--- src/mbt_pkg.sv ---
// Package for the memory boundary-scan test port: codes, sizes, states.
// Assumes one system clock samples the slow test clock from outside.
`default_nettype none
package mbt_pkg;
	localparam int IR_LEN  = 8;
	localparam int ID_LEN  = 32;
	localparam int BSR_LEN = 113;

	localparam logic [7:0] C_EXTEST  = 8'h00;
	localparam logic [7:0] C_IDCODE  = 8'h21;
	localparam logic [7:0] C_SAMPLE  = 8'h05;
	localparam logic [7:0] C_CLAMP   = 8'h07;
	localparam logic [7:0] C_HIGHZ   = 8'h03;
	localparam logic [7:0] C_BYPASS  = 8'hFF;
	// Fixed pattern loaded in capture-IR
	localparam logic [7:0] IR_CAPTURE = 8'h01;

	// Id field positions
	localparam int ID_REV_LSB = 28;
	localparam int ID_DEV_LSB = 12;
	localparam int ID_VEN_LSB = 1;

	// Cells of unused balls read zero; positions are one-based minus one
	localparam logic [112:0] BSR_USED_MASK = {1'h0, 112'hFFFF_FFFF_FFFF_FFFF_FFFF_FFFF_FFFF};

	typedef enum logic [3:0] {
		S_TLR, S_RTI, S_SEL_DR, S_CAP_DR, S_SH_DR, S_EX1_DR, S_PA_DR, S_EX2_DR,
		S_UPD_DR, S_SEL_IR, S_CAP_IR, S_SH_IR, S_EX1_IR, S_PA_IR, S_EX2_IR, S_UPD_IR
	} mbt_state_e;

	typedef enum logic [1:0] {DR_BYPASS, DR_ID, DR_BSR} mbt_dr_e;

	// Reserved codes fall back to the one-bit path
	function automatic mbt_dr_e dr_sel(input logic [7:0] ir);
		if ((ir == C_EXTEST) || (ir == C_SAMPLE))
			return DR_BSR;
		if (ir == C_IDCODE)
			return DR_ID;
		return DR_BYPASS;
	endfunction
endpackage
`default_nettype wire

--- src/mbt_tap_if.sv ---
// Link between the scan datapath and its sixteen-state controller.
// Assumes both ends run on the system clock.
`timescale 1ns/1ps
`default_nettype none
interface mbt_tap_if;
	import mbt_pkg::*;
	logic       step;
	logic       tms;
	mbt_state_e st;
	modport fsm  (input step, input tms, output st);
	modport user (output step, output tms, input st);
endinterface
`default_nettype wire

--- src/mbt_top.sv ---
// Boundary-scan test port of a memory device: instruction, bypass, id, chain.
// Assumes test clock, mode and data arrive asynchronously, far slower than MCLK_I.
// What this block does
// - Registers: instruction 8, bypass 1, id 32, chain 113
// - All-ones code puts bypass in the path
// - Extest and sample capture ring, select chain
// - Id code loads id value, selects it
// - Clamp selects bypass, outputs drive chain values
// - High-Z selects bypass, floats every output
// - Shift-DR after capture shifts chain out
// - Id fields: revision, device, vendor
// - Id bit zero always reads one
// - Unused ball cells read back zero
// - Id code current after power-up and reset state
// - New instruction acts only at update-IR
// - Sample snapshots ball levels in capture-DR
`timescale 1ns/1ps
`default_nettype none
module mbt_top
	import mbt_pkg::*;
#(
	// Arbitrary neutral identity values
	parameter logic [3:0]  ID_REVISION = 4'h0,
	parameter logic [15:0] ID_DEVICE   = 16'h0000,
	parameter logic [10:0] ID_VENDOR   = 11'h000
)
(
	input  wire logic         MCLK_I,
	input  wire logic         RESET_I,
	input  wire logic         TCK_I,
	input  wire logic         TMS_I,
	input  wire logic         TDI_I,
	output logic              TDO_O,
	output logic              TDO_OE_O,
	input  wire logic [112:0] RING_I,
	output logic      [112:0] RING_DRIVE_O,
	output logic              RING_DRIVE_EN_O,
	output logic              OUT_HIGHZ_O
);
	localparam logic [31:0] ID_VALUE = {ID_REVISION, ID_DEVICE, ID_VENDOR, 1'h1};

	mbt_tap_if tap ();

	// Two-stage synchronisers; stage three of the clock only for edge finding
	logic         tck_s1_q;
	logic         tck_s2_q;
	logic         tck_s3_q;
	logic         tms_s1_q;
	logic         tms_s2_q;
	logic         tdi_s1_q;
	logic         tdi_s2_q;
	logic [112:0] ring_s1_q;
	logic [112:0] ring_s2_q;
	logic         rise;
	logic         fall;

	always_ff @(posedge MCLK_I or posedge RESET_I)
	begin
		if (RESET_I)
		begin
			tck_s1_q  <= 1'h0;
			tck_s2_q  <= 1'h0;
			tck_s3_q  <= 1'h0;
			tms_s1_q  <= 1'h1;
			tms_s2_q  <= 1'h1;
			tdi_s1_q  <= 1'h0;
			tdi_s2_q  <= 1'h0;
			ring_s1_q <= '0;
			ring_s2_q <= '0;
		end
		else
		begin
			tck_s1_q  <= TCK_I;
			tck_s2_q  <= tck_s1_q;
			tck_s3_q  <= tck_s2_q;
			tms_s1_q  <= TMS_I;
			tms_s2_q  <= tms_s1_q;
			tdi_s1_q  <= TDI_I;
			tdi_s2_q  <= tdi_s1_q;
			ring_s1_q <= RING_I;
			ring_s2_q <= ring_s1_q;
		end
	end

	// Mode and data share the clock's latency, so they are sampled at its rise
	assign rise     = tck_s2_q & ~tck_s3_q;
	assign fall     = ~tck_s2_q & tck_s3_q;
	assign tap.step = rise;
	assign tap.tms  = tms_s2_q;

	mbt_tap_fsm u_fsm (
		.MCLK_I  (MCLK_I),
		.RESET_I (RESET_I),
		.tap     (tap)
	);

	// Scan state
	logic [7:0]   ir_sh_q;
	logic [7:0]   ir_sh_d;
	logic [7:0]   ir_q;
	logic [7:0]   ir_d;
	logic         byp_q;
	logic         byp_d;
	logic [31:0]  id_q;
	logic [31:0]  id_d;
	logic [112:0] bsr_q;
	logic [112:0] bsr_d;
	logic [112:0] upd_q;
	logic [112:0] upd_d;
	logic         tdo_q;
	logic         tdo_d;
	logic         oe_q;
	logic         oe_d;
	logic         drv_q;
	logic         drv_d;
	logic         hz_q;
	logic         hz_d;
	mbt_dr_e      sel;
	logic         dr_out;

	assign sel = dr_sel(ir_q);

	always_comb
	begin
		case (sel)
			DR_BSR:  dr_out = bsr_q[0];
			DR_ID:   dr_out = id_q[0];
			default: dr_out = byp_q;
		endcase
	end

	always_comb
	begin
		ir_sh_d = ir_sh_q;
		ir_d    = ir_q;
		byp_d   = byp_q;
		id_d    = id_q;
		bsr_d   = bsr_q;
		upd_d   = upd_q;
		tdo_d   = tdo_q;
		oe_d    = oe_q;
		if (rise)
		begin
			case (tap.st)
				S_CAP_IR: ir_sh_d = IR_CAPTURE;
				S_SH_IR:  ir_sh_d = {tdi_s2_q, ir_sh_q[7:1]};
				S_UPD_IR: ir_d = ir_sh_q;
				S_CAP_DR:
				begin
					case (sel)
						DR_BSR:  bsr_d = ring_s2_q & BSR_USED_MASK;
						DR_ID:   id_d = ID_VALUE;
						default: byp_d = 1'h0;
					endcase
				end
				S_SH_DR:
				begin
					case (sel)
						// No mask here, or preload data could never pass the unused cell
						DR_BSR:  bsr_d = {tdi_s2_q, bsr_q[112:1]};
						DR_ID:   id_d = {tdi_s2_q, id_q[31:1]};
						default: byp_d = tdi_s2_q;
					endcase
				end
				S_UPD_DR:
				begin
					// Unused position has no ball, so it never drives
					if (sel == DR_BSR)
						upd_d = bsr_q & BSR_USED_MASK;
				end
				default: ;
			endcase
		end
		// Held while in reset state, not only on an edge
		if (tap.st == S_TLR)
			ir_d = C_IDCODE;
		if (fall)
		begin
			tdo_d = (tap.st == S_SH_IR) ? ir_sh_q[0] : dr_out;
			oe_d  = (tap.st == S_SH_IR) || (tap.st == S_SH_DR);
		end
		drv_d = (ir_d == C_EXTEST) || (ir_d == C_CLAMP);
		hz_d  = (ir_d == C_HIGHZ);
	end

	always_ff @(posedge MCLK_I or posedge RESET_I)
	begin
		if (RESET_I)
		begin
			ir_sh_q <= IR_CAPTURE;
			ir_q    <= C_IDCODE;
			byp_q   <= 1'h0;
			id_q    <= ID_VALUE;
			bsr_q   <= '0;
			upd_q   <= '0;
			tdo_q   <= 1'h0;
			oe_q    <= 1'h0;
			drv_q   <= 1'h0;
			hz_q    <= 1'h0;
		end
		else
		begin
			ir_sh_q <= ir_sh_d;
			ir_q    <= ir_d;
			byp_q   <= byp_d;
			id_q    <= id_d;
			bsr_q   <= bsr_d;
			upd_q   <= upd_d;
			tdo_q   <= tdo_d;
			oe_q    <= oe_d;
			drv_q   <= drv_d;
			hz_q    <= hz_d;
		end
	end

	assign TDO_O           = tdo_q;
	assign TDO_OE_O        = oe_q;
	assign RING_DRIVE_O    = upd_q;
	// High-Z outranks any drive request
	assign RING_DRIVE_EN_O = drv_q & ~hz_q;
	assign OUT_HIGHZ_O     = hz_q;
endmodule // mbt_top
`default_nettype wire

--- src/mbt_tap_fsm.sv ---
// Test access port state controller, advanced once per test-clock rise.
// Assumes step marks a synchronised rising edge and tms is its sample.
`timescale 1ns/1ps
`default_nettype none
module mbt_tap_fsm
	import mbt_pkg::*;
(
	input  wire logic MCLK_I,
	input  wire logic RESET_I,
	mbt_tap_if.fsm    tap
);
	mbt_state_e st_q;
	mbt_state_e st_d;

	always_comb
	begin
		st_d = st_q;
		if (tap.step)
		begin
			case (st_q)
				S_TLR:    st_d = tap.tms ? S_TLR    : S_RTI;
				S_RTI:    st_d = tap.tms ? S_SEL_DR : S_RTI;
				S_SEL_DR: st_d = tap.tms ? S_SEL_IR : S_CAP_DR;
				S_CAP_DR: st_d = tap.tms ? S_EX1_DR : S_SH_DR;
				S_SH_DR:  st_d = tap.tms ? S_EX1_DR : S_SH_DR;
				S_EX1_DR: st_d = tap.tms ? S_UPD_DR : S_PA_DR;
				S_PA_DR:  st_d = tap.tms ? S_EX2_DR : S_PA_DR;
				S_EX2_DR: st_d = tap.tms ? S_UPD_DR : S_SH_DR;
				S_UPD_DR: st_d = tap.tms ? S_SEL_DR : S_RTI;
				S_SEL_IR: st_d = tap.tms ? S_TLR    : S_CAP_IR;
				S_CAP_IR: st_d = tap.tms ? S_EX1_IR : S_SH_IR;
				S_SH_IR:  st_d = tap.tms ? S_EX1_IR : S_SH_IR;
				S_EX1_IR: st_d = tap.tms ? S_UPD_IR : S_PA_IR;
				S_PA_IR:  st_d = tap.tms ? S_EX2_IR : S_PA_IR;
				S_EX2_IR: st_d = tap.tms ? S_UPD_IR : S_SH_IR;
				S_UPD_IR: st_d = tap.tms ? S_SEL_DR : S_RTI;
				default:  st_d = S_TLR;
			endcase
		end
	end

	always_ff @(posedge MCLK_I or posedge RESET_I)
	begin
		if (RESET_I)
			st_q <= S_TLR;
		else
			st_q <= st_d;
	end

	assign tap.st = st_q;
endmodule // mbt_tap_fsm
`default_nettype wire

--- config.mk ---
export PLATFORM = sky130hd
export DESIGN_NAME = mbt_top
export DESIGN_NICKNAME = d
export VERILOG_FILES = /design/src/mbt_pkg.sv /design/src/mbt_tap_if.sv /design/src/mbt_top.sv /design/src/mbt_tap_fsm.sv
export SDC_FILE = /design/constraint.sdc
export NUM_CORES = 1
export LEC_CHECK = 0
export BUFFER_PORTS_ARGS = -buffer_cell sky130_fd_sc_hd__clkbuf_2
export CAP_MARGIN = 20
export CORE_UTILIZATION = 51
export CTS_CLUSTER_SIZE = 12
export DETAILED_ROUTE_END_ITERATION = 7
export PLACE_DENSITY = 0.75
export SLEW_MARGIN = 20
export SYNTH_ARGS = -nofsm -noshare
export SYNTH_HDL_FRONTEND = slang
export SYNTH_HIERARCHICAL = 1
export SYNTH_SLANG_ARGS = --single-unit
--- constraint.sdc ---
create_clock -name MCLK_I -period 15.2 [get_ports MCLK_I]
set_clock_uncertainty 0.1 [all_clocks]
set_input_delay 1.52 -clock MCLK_I [delete_from_list [all_inputs] [get_ports MCLK_I]]
set_output_delay 1.52 -clock MCLK_I [all_outputs]
set_load 0.05 [all_outputs]
==> implementation parameters, run 1 <==
Parameter                              Value

Outcome
  Run status    complete, no violations

Floorplan
  Overall die width    189 µm
  Area of the die    35600 µm²
  Top-Level Pins    235
  Site Rows    68
  Core footprint    34500 µm²
  Die span in y    189 µm
  Initial Util    51.6%

Setup path
  Critical path endpoint category    asynchronous set/reset pin
  CP startpoint kind    input port
  Signal arrival time at the worst endpoint    4.19 ns
  Critical path class    input port to asynchronous set/reset pin
  Largest fanout on the critical path    86
  Worst Path Required    15.66 ns

CTS
  Register clock-pin slew on the reported worst setup and hold paths    0.06 ns
  Post-cts resize count    0
  Buffer count from post-CTS setup fixing    0
  TritonCTS Buffers    51
  TritonCTS clock tree    done
  Clock buffer depth    3
  Number of sinks handled by clock tree synthesis    513
  Clk Tree Root Cell    sky130_fd_sc_hd__clkbuf_16
  Htree depth    2
  Number of hold buffers added after CTS    0
  Insertion delay of the later-clocked pin in the worst-skew pair    0.58 ns

Yosys
  Fraction of registers with async set/reset    100%
  Post-synth EDFFs    0
  Top post-synthesis cells by count    sky130_fd_sc_hd__dfrtp_1, sky130_fd_sc_hd__nand2_1, sky130_fd_sc_hd__mux2i_1
  Syn_area_per_cell    14.2 µm²
  Post-synth cell types    47
  Most area-consuming cells after synthesis    sky130_fd_sc_hd__dfrtp_1, sky130_fd_sc_hd__mux2_2, sky130_fd_sc_hd__mux2i_1
  Total number of yosys warnings    6
  Top cell type's share of synthesized area    71.3%
  Post-synth top area cell    sky130_fd_sc_hd__dfrtp_1
  Post-synthesis sequential area ratio    72.2%
  Main flop type after synthesis    sky130_fd_sc_hd__dfrtp_1
  Post-synthesis instance area    17800 µm²
  Post-Syn Nets    1372
  #FFs+latches synth    513
  Post-Synthesis Cells    1254
  Dominant cell by count in the synthesized netlist    sky130_fd_sc_hd__dfrtp_1

Detailed routing
  Number of remaining DRC errors    0
  DR vias    9989
  DR WL/cell    16.5 µm
  Count of nets left with antenna violations after detail routing    0
  Vias per Instance    5.07
  Number of violations reported at the end of detailed-routing iteration 0    531
  First drt pass iteration count    4
  Total wirelength of the detailed-routed design    32.4 mm

GRT
  Final global-route overflow total    0
  First-pass GRT wire length    53.6 mm
  Largest net degree at the start of global routing    121
  Number of antenna violations at the first check in global routing    1
  GRT Total Usage    18.9%
  Vias in the first global route    10300

STA
  Setup WS post-layout    11.47 ns
  Final Max Tran Viols    0
  Crit share post-route    24.5%
  Max transition margin    31.3%
  Fmax    0.268 GHz
  Final setup viols    0
  Minimum clock period after layout    3.73 ns
  Final Hold Viols    0
  Worst-margin pin slew    1.03 ns
  Setup repair after global routing missed its margin    no
  Setup TNS    0 ns

Layout
  Final core area utilization    60.3%
  Number of antenna cells inserted    0
  Final standard cell area without fillers    20800 µm²
  Area Overhead vs Synth    16.8%
  Fraction of final layout cells with drive strength greater than 1    28.8%
  Final nets    1602

Power
  Static leakage power    0.00997 µW
  P per Cell Area    140 nW/µm²
  Max VDD drop    100 µV

Placement
  Area of placed instances    19200 µm²
  Dpl hpwl    20.0 mm
  Port-buffer cells    232
  Final weighted congestion in routability-driven placement    0.786
  Pre-CTS WS    10.06 ns

Min path
  Type of the worst min-delay path    flop to flop

Job
  Max-capacitance violation count    0
[layout make-up]
cell class              count  area (µm²)
inverters                   8        33.8
fillers                  2650       13700
repair buffers            245        1300
well taps                 455         569
clock inverters             5        27.5
clock buffers              78        1460
multi-input cells         665        4530
flip-flops and latches    513       12800
[stage by stage]
step | hold slack, ns | power (µW) | std cells
final | 0.234 | 2900 | 1969
after global placement | 0.231 | 1780 | 1884
after global routing | 0.241 | 3020 | 1969
after floorplan | 0.231 | 1720 | 1254
after CTS | 0.232 | 2940 | 1967
after detailed placement | 0.235 | 1790 | 1884
[placed cells by master, fill, tap and decap left out, types with 5 or more instances in the layout]
cell                        count
sky130_fd_sc_hd__clkbuf_2     232
sky130_fd_sc_hd__nor2b_1        5
sky130_fd_sc_hd__o21ai_0      119
sky130_fd_sc_hd__buf_6          5
sky130_fd_sc_hd__dfrtp_1      507
sky130_fd_sc_hd__buf_4          6
sky130_fd_sc_hd__nand2_1      201
sky130_fd_sc_hd__o21ai_1       42
sky130_fd_sc_hd__mux2_2       113
sky130_fd_sc_hd__mux2i_1      121
sky130_fd_sc_hd__clkbuf_16     53
sky130_fd_sc_hd__clkbuf_1      21
sky130_fd_sc_hd__a21oi_1        7
sky130_fd_sc_hd__nor2_1        13
sky130_fd_sc_hd__inv_1          7
sky130_fd_sc_hd__dfstp_2        6
[power by group]
part	internal, µW	leakage [µW]	switching, µW
clock network	654	0.000722	482
logic	131	0.00264	184
registers	1410	0.00660	41.5
total	2200	0.00997	707
[worst paths after layout]
| kind | from | end | slack [ns] | cells past startpoint |
|---|---|---|---|---|
| max | RESET_I | ring_s2_q[23] | 11.47 | 5 |
| min | ring_s1_q[75] | ring_s2_q[75] | 0.23 | 0 |
| max reg2reg | u_fsm/tap.st[0] | bsr_q[58] | 11.86 | 5 |
| min reg2reg | ring_s1_q[75] | ring_s2_q[75] | 0.23 | 0 |
| max in group MCLK_I | u_fsm/tap.st[0] | bsr_q[58] | 11.86 | 5 |
| min in group asynchronous | RESET_I | u_fsm/tap.st[3] | 0.76 | 2 |
[state kept, by name, indices dropped and copies added, names as in the netlist]
name          count
RING_DRIVE_O    112
ir_sh_q           8
tdi_s2_q          1
TDO_OE_O          1
id_q             32
ring_s1_q       112
tap.tms           1
tms_s1_q          1
tck_s3_q          1
tck_s1_q          1
byp_q             1
ring_s2_q       112
TDO_O             1
tck_s2_q          1
tdi_s1_q          1
drv_q             1
bsr_q           113
u_fsm/tap.st      4
OUT_HIGHZ_O       1
ir_q              8
[logic make-up (layout without fill, tap and decap cells)]
logic type,after synthesis,in the layout,share of synthesized area [%]
xor+xnor,1,1,0.0492
mux,234,234,14.0
buf+inv,76,336,2.38
simple gates,250,250,6.06
compound gates,179,179,5.32
flops,513,513,72.2
other cells,1,1,0.0211
[worst max-delay path: stages]
cell and delay [ns]:
sky130_fd_sc_hd__clkbuf_2 0.11, sky130_fd_sc_hd__clkinvlp_4 0.32, sky130_fd_sc_hd__buf_6 0.63, sky130_fd_sc_hd__buf_6 0.66, sky130_fd_sc_hd__buf_4 0.85
[metal layers]
| layer | vias up | track usage (%) | wire, µm |
|---|---|---|---|
| li1 | 4695 | - | - |
| met1 | 4977 | 24.9 | 13900 |
| met2 | 243 | 30.4 | 15800 |
| met3 | 74 | 4.88 | 1810 |
| met4 | 0 | 6.92 | 940 |
| met5 | - | 0 | 0 |
Power figures use the tool's default switching activity.
==> inputs of run 2 (changes only) <==
==> constraint.sdc (replaced) <==
create_clock -name MCLK_I -period 3.2 [get_ports MCLK_I]
set_clock_uncertainty 0.1 [all_clocks]
set_input_delay 0.32 -clock MCLK_I [delete_from_list [all_inputs] [get_ports MCLK_I]]
set_output_delay 0.32 -clock MCLK_I [all_outputs]
set_load 0.05 [all_outputs]
==> run 2 against run 1 <==
Sequential power increased to 4.7 times the previous value. Setup slack got worse by 11 ns. Clock power increased to 4.9 times the previous value. Sequential share of layout area decreased by 3.8 points. Combinational power increased to 5.5 times the previous value. Final area increased by 6.6%. First-iteration DRC count decreased by 3.8%. Die area unchanged. Count of clock-buffer cells in the layout increased by 1. Critical endpoint is now bsr_q[97]. Largest cell class unchanged.
==> implementation parameters, run 2 (synthesized netlist as in run 1, its figures left out) <==
Parameter                              Value

Setup path
  Worst Path Required    3.48 ns (-12.18 ns)
  Critical path endpoint category    flop
  Largest fanout on the critical path    226 (+160%)
  Cell with the biggest individual delay on the critical path    sky130_fd_sc_hd__dfrtp_1
  Signal arrival time at the worst endpoint    3.08 ns (-1.11 ns)
  Cells traversed along the worst timing path    or3b_1, a211oi_4, nand3_4, buf_12, nand2_1, o21ai_0
  Top delay family on crit path    simple AND/OR/NAND/NOR gates
  Critical Path Max Stage Delay    0.63 ns (-0.22 ns)
  CP Buf/Inv Count    1 (-4)
  Register-to-register path setup slack    0.40 ns (-11.46 ns)
  Number of cell instances on the worst register-to-register path    6 (+1)
  Crit Reg-Reg Endpoint    bsr_q[97]
  Reg2Reg Launch Point    u_fsm/tap.st[2]
  CP startpoint kind    flop
  Critical path class    flop to flop

Detailed routing
  First drt pass iteration count    5 (+1)
  DR vias    10600 (+5.9%)
  Count of nets left with antenna violations after detail routing    0 (unchanged)
  Vias per Instance    5.05 (-0.45%)
  DR WL/cell    16.8 µm (+2.0%)
  Number of remaining DRC errors    0 (unchanged)
  Number of violations reported at the end of detailed-routing iteration 0    511 (-3.8%)
  Total wirelength of the detailed-routed design    35.2 mm (+8.5%)

CTS
  Number of sinks handled by clock tree synthesis    513 (unchanged)
  Insertion delay of the later-clocked pin in the worst-skew pair    0.57 ns (about the same)
  Htree depth    2 (unchanged)
  Register clock-pin slew on the reported worst setup and hold paths    0.06 ns (about the same)
  Buffer count from post-CTS setup fixing    0 (unchanged)
  Clock buffer depth    3 (unchanged)
  TritonCTS clock tree    done
  Clk Tree Root Cell    sky130_fd_sc_hd__clkbuf_16
  TritonCTS Buffers    51 (unchanged)

Layout
  Sequential cell area    12800 µm² (unchanged)
  Number of antenna cells inserted    0 (unchanged)
  Largest register FFs    113 (unchanged)
  Register ranked first by flip-flop count    bsr_q
  Area Overhead vs Synth    24.5%
  Commonest cells after routing, fill and taps aside    sky130_fd_sc_hd__dfrtp_1, sky130_fd_sc_hd__clkbuf_2, sky130_fd_sc_hd__nand2_1, sky130_fd_sc_hd__mux2i_1, sky130_fd_sc_hd__o21ai_0
  Final nets    1727 (+7.8%)
  Area taken by multi-input logic gates    4520 µm² (-0.14%)
  Filler cells    2445 (-7.7%)
  Fraction of final layout cells with drive strength greater than 1    27.2% (-1.6 points)
  Most common cell after layout, fill and taps aside    sky130_fd_sc_hd__dfrtp_1
  Final core area utilization    64.2% (+4.0 points)
  Final standard cell count with taps included and fillers excluded    2094 (+6.3%)

Placement
  Port-buffer cells    232 (unchanged)
  Final weighted congestion in routability-driven placement    0.764 (-2.7%)
  Dpl hpwl    20.2 mm (+1.0%)
  Placed Cells    1895 (+0.58%)

Floorplan
  Top-Level Pins    235 (unchanged)
  Die span in y    189 µm (unchanged)
  Core footprint    34500 µm² (unchanged)
  Area of the die    35600 µm² (unchanged)
  Overall die width    189 µm (unchanged)
  Initial Util    51.6% (unchanged)
  Site Rows    68 (unchanged)

GRT
  Number of antenna violations at the first check in global routing    0 (-1)
  First-pass GRT wire length    57.7 mm (+7.7%)
  Largest net degree at the start of global routing    227 (+88%)
  GRT Total Usage    20.5% (+1.6 points)
  Met2 track utilization from global routing    33.5% (+3.2 points)
  Final global-route overflow total    0 (unchanged)
  Most used routing layer in global routing    met2
  GR Util met1    26.4% (+1.6 points)
  Vias in the first global route    11100 (+7.8%)
  Met3 usage    4.00% (-0.88 points)

STA
  Worst-margin pin slew    1.10 ns (+0.0695 ns)
  Setup repair after global routing missed its margin    no
  Final Max Tran Viols    0 (unchanged)
  Final setup viols    0 (unchanged)
  Fmax    0.357 GHz
  Crit share post-route    87.4%
  Worst Hold Margin    0.119 ns (-0.115 ns)
  Final Hold Viols    0 (unchanged)
  Minimum clock period after layout    2.80 ns
  Max transition margin    26.9% (-4.4 points)

Min path
  Type of the worst min-delay path    input port to asynchronous set/reset pin

Power
  Overall power after layout    14200 µW (+390%)
  P per Cell Area    640 nW/µm² (+360%)
  Static leakage power    0.0106 µW (+5.9%)
  Max VDD drop    423 µV (+320%)

Outcome
  Run status    complete, no violations

Job
  Max-capacitance violation count    0 (unchanged)
[run 2: cell types whose count changed in the layout (fill, tap and decap cells not counted), moves of 2 or more]
cell	before	now
sky130_fd_sc_hd__buf_12	2	12
sky130_fd_sc_hd__buf_4	6	10
sky130_fd_sc_hd__buf_6	5	0
sky130_fd_sc_hd__clkbuf_8	4	6
sky130_fd_sc_hd__dlygate4sd3_1	0	116
[run 2: repair_timing]
action                    in CTS  in global routing
hold buffers                 116                  0
resized for setup              0                  0
hold endpoints to repair     141                  0
[run 2: layout make-up]
cell class                      count  area share (%)
Tap cell                          455            2.57
Clock buffer                       79            6.70
Inverter                            8           0.153
Sequential cell                   513            58.0
Clock inverter                      4           0.203
Multi-Input combinational cell    665            20.4
Timing Repair Buffer              370            11.9
[run 2: power breakdown]
| part | leakage (µW) | switching, µW | internal, µW |
|---|---|---|---|
| logic | 0.00321 | 952 | 790 |
| clock network | 0.000746 | 2320 | 3230 |
| registers | 0.00660 | 173 | 6700 |
| total | 0.0106 | 3450 | 10700 |
[run 2: how the worst max path moves through the flow]
| stage | startpoint | cells after the start | endpoint |
|---|---|---|---|
| finish | u_fsm/tap.st[2] | 6 | bsr_q[97] |
| global route | u_fsm/tap.st[2] | 6 | bsr_q[78] |
| CTS | u_fsm/tap.st[2] | 6 | bsr_q[70] |
| detailed placement | u_fsm/tap.st[2] | 6 | bsr_q[70] |
| global placement | u_fsm/tap.st[0] | 6 | bsr_q[60] |
| floorplan | RESET_I | 1 | OUT_HIGHZ_O |
[run 2: through the flow]
step	area (µm²)	setup slack, ns	setup TNS (ns)
floorplan	17800	-4.13	-2088.29
global placement	19400	0.797	0
detailed placement	19400	0.705	0
CTS	22100	0.646	0
global route	22100	0.494	0
finish	22100	0.403	0
[run 2: worst reg2reg max path, stage by stage, from the launching register on]
cell                       delay (ns)
sky130_fd_sc_hd__dfrtp_1         0.63
sky130_fd_sc_hd__or3b_1          0.44
sky130_fd_sc_hd__a211oi_4        0.35
sky130_fd_sc_hd__nand3_4         0.11
sky130_fd_sc_hd__buf_12          0.23
sky130_fd_sc_hd__nand2_1         0.62
sky130_fd_sc_hd__o21ai_0         0.13
[run 2: layer usage]
metal | share of wire (%) | wire length [µm]
met1 | 43 | 15000
met3 | 4.2 | 1460
met2 | 50 | 17500
met5 | 0 | 0
met4 | 3.3 | 1160
==> inputs of run 3 (changes only) <==
--- a/config.mk
+++ b/config.mk
@@ -7,6 +7,7 @@
 export LEC_CHECK = 0
 export BUFFER_PORTS_ARGS = -buffer_cell sky130_fd_sc_hd__clkbuf_2
 export CAP_MARGIN = 20
+export CORE_ASPECT_RATIO = 0.5
 export CORE_UTILIZATION = 51
 export CTS_CLUSTER_SIZE = 12
 export DETAILED_ROUTE_END_ITERATION = 7
==> run 3 against run 2 <==
Fmax is 6.5% higher. Largest power group unchanged. Hold slack improved by 0.0037 ns. First-iteration DRC count is 22% higher. Combinational power about the same. Count of clock-buffer cells in the layout decreased by 22. Core utilization increased by 1.0 points. Setup slack gained 0.17 ns. Final area fell by 0.68%. Routed wire length increased by 2.9%. Non-clock buffer count up 6. Cell count is 0.38% lower. Via count grew 1.0%.
==> implementation parameters, run 3 (synthesized netlist as in run 1, its figures left out) <==
Parameter                              Value

Placement
  Final weighted congestion in routability-driven placement    0.818 (+7.0%)
  Placed Cells    1911 (+0.84%)
  Dpl hpwl    22.1 mm (+9.3%)
  Port-buffer cells    232 (unchanged)

Floorplan
  Core footprint    33700 µm² (-2.2%)
  Area of the die    35700 µm² (+0.13%)
  Site Rows    47 (-31%)
  Die span in y    134 µm (-29%)
  Top-Level Pins    235 (unchanged)
  Overall die width    266 µm (+41%)
  Initial Util    52.8% (+1.2 points)

Detailed routing
  Count of nets left with antenna violations after detail routing    0 (unchanged)
  M1 wire length    14.3 mm (-5.1%)
  Routed length on met2    19.0 mm (+8.6%)
  Number of remaining DRC errors    0 (unchanged)
  DR WL/cell    17.3 µm (+3.2%)
  Total length of routed met3 wires    1.33 mm (-9.2%)
  DR vias    10700 (+1.0%)
  Uppermost routed layer    met4
  Total wirelength of the detailed-routed design    36.2 mm (+2.9%)
  Vias per Instance    5.12 (+1.4%)
  Number of violations reported at the end of detailed-routing iteration 0    624 (+22%)
  First drt pass iteration count    5 (unchanged)

Setup path
  Largest fanout on the critical path    45 (-80%)
  Signal arrival time at the worst endpoint    2.97 ns (-0.11 ns)
  Critical path endpoint category    flop
  Worst Path Required    3.54 ns (+0.06 ns)
  CP startpoint kind    flop
  Critical path class    flop to flop

GRT
  Vias in the first global route    11500 (+3.3%)
  GRT Total Usage    21.0% (+0.53 points)
  Number of antenna violations at the first check in global routing    0 (unchanged)
  Largest net degree at the start of global routing    111 (-51%)
  Final global-route overflow total    0 (unchanged)
  First-pass GRT wire length    59.0 mm (+2.2%)

CTS
  Insertion delay of the later-clocked pin in the worst-skew pair    0.55 ns (-0.02 ns)
  Clock buffer depth    3 (unchanged)
  Number of hold buffers added after CTS    116 (unchanged)
  Htree depth    2 (unchanged)
  Clk Tree Root Cell    sky130_fd_sc_hd__clkbuf_16
  Number of sinks handled by clock tree synthesis    513 (unchanged)
  Buffer count from post-CTS setup fixing    0 (unchanged)
  Post-cts resize count    0 (unchanged)
  TritonCTS clock tree    done
  TritonCTS Buffers    48 (-5.9%)
  Register clock-pin slew on the reported worst setup and hold paths    0.06 ns (about the same)

STA
  Crit share post-route    82.1% (-5.3 points)
  Worst-margin pin slew    0.826 ns (-0.270 ns)
  Final Max Tran Viols    0 (unchanged)
  Final setup viols    0 (unchanged)
  Fmax    0.381 GHz (+6.5%)
  Minimum clock period after layout    2.63 ns (-0.170 ns)
  Max transition margin    44.8% (+18 points)
  Setup repair after global routing missed its margin    no
  Worst Hold Margin    0.123 ns (+0.00367 ns)
  Final Hold Viols    0 (unchanged)

Layout
  Most common cell after layout, fill and taps aside    sky130_fd_sc_hd__dfrtp_1
  Area Overhead vs Synth    23.6%
  Filler cells    2323 (-5.0%)
  Largest register FFs    113 (unchanged)
  Fraction of final layout cells with drive strength greater than 1    27.1% (-0.069 points)
  Number of antenna cells inserted    0 (unchanged)
  Final nets    1730 (+0.17%)
  Commonest cells after routing, fill and taps aside    sky130_fd_sc_hd__dfrtp_1, sky130_fd_sc_hd__clkbuf_2, sky130_fd_sc_hd__nand2_1, sky130_fd_sc_hd__mux2i_1, sky130_fd_sc_hd__o21ai_0
  Register ranked first by flip-flop count    bsr_q
  Final standard cell count with taps included and fillers excluded    2086 (-0.38%)

Outcome
  Run status    complete, no violations

Power
  Proportion of power drawn by the clock network    36.4% (-2.8 points)
  Sequential fraction of design power    50.7% (+2.2 points)
  Comb power frac    12.9% (+0.6 points)
  Max VDD drop    404 µV (-4.5%)
  Internal power contribution    10200 µW (-5.0%)
  P per Cell Area    616 nW/µm² (-3.8%)
  Power spent charging and discharging nets    3360 µW (-2.6%)
  Sw Ratio    24.8% (+0.45 points)
  Static leakage power    0.0105 µW (-0.74%)

Min path
  Type of the worst min-delay path    input port to asynchronous set/reset pin

Job
  Max-capacitance violation count    0 (unchanged)
run 3: cell type report:
cell class,instances,area [µm²],share of cell area (%)
clock buffer,57,1240,5.66
clock inverter,2,25.0,0.114
inverter,8,33.8,0.154
multi-input combinational,665,4520,20.6
sequential,513,12800,58.4
tap,465,582,2.65
timing repair buffer,376,2730,12.4
run 3: worst paths after layout:
| check | from | end | slack [ns] | cells after the start |
|---|---|---|---|---|
| max | u_fsm/tap.st[3] | RING_DRIVE_O[87] | 0.57 | 5 |
| min | RESET_I | u_fsm/tap.st[1] | 0.12 | 3 |
| max reg2reg | u_fsm/tap.st[3] | RING_DRIVE_O[87] | 0.57 | 5 |
| min reg2reg | ring_s1_q[58] | ring_s2_q[58] | 0.24 | 0 |
| max in group asynchronous | RESET_I | RING_DRIVE_O[73] | 1.68 | 5 |
| min in group MCLK_I | ring_s1_q[58] | ring_s2_q[58] | 0.24 | 0 |
run 3: stage by stage:
step	setup TNS [ns]	instance area, µm²	total power, µW	util [%]	setup slack (ns)
6_report	0	22000	13500	65.3	0.573
5_1_grt	0	22000	14100	65.3	0.368
4_1_cts	0	22000	13700	65.3	0.583
3_5_place_dp	0	19600	8600	58.0	0.597
3_3_place_gp	0	19600	8540	58.0	0.618
2_1_floorplan	-2088.29	17800	8180	-	-4.13
run 3: critical path, cell delays in order, from the launching register on:
cell and delay (ns):
sky130_fd_sc_hd__dfrtp_1 0.70, sky130_fd_sc_hd__inv_1 0.13, sky130_fd_sc_hd__nor3_1 0.31, sky130_fd_sc_hd__nand4_1 0.51
sky130_fd_sc_hd__buf_12 0.40, sky130_fd_sc_hd__mux2_2 0.33
run 3: power groups by stage:
stage / registers (µW) / logic [µW] / clock network, µW
floorplan: 6940 / 1240 / 0
global placement: 6950 / 1580 / 0
detailed placement: 6970 / 1630 / 0
CTS: 6850 / 1750 / 5050
global route: 6880 / 1890 / 5320
finish: 6860 / 1750 / 4930
run 3: metal layers:
metal	up-vias	global-route usage, %
li1	4923	-
met1	5414	25.0
met2	244	37.2
met3	105	3.98
met4	0	9.74
met5	-	0
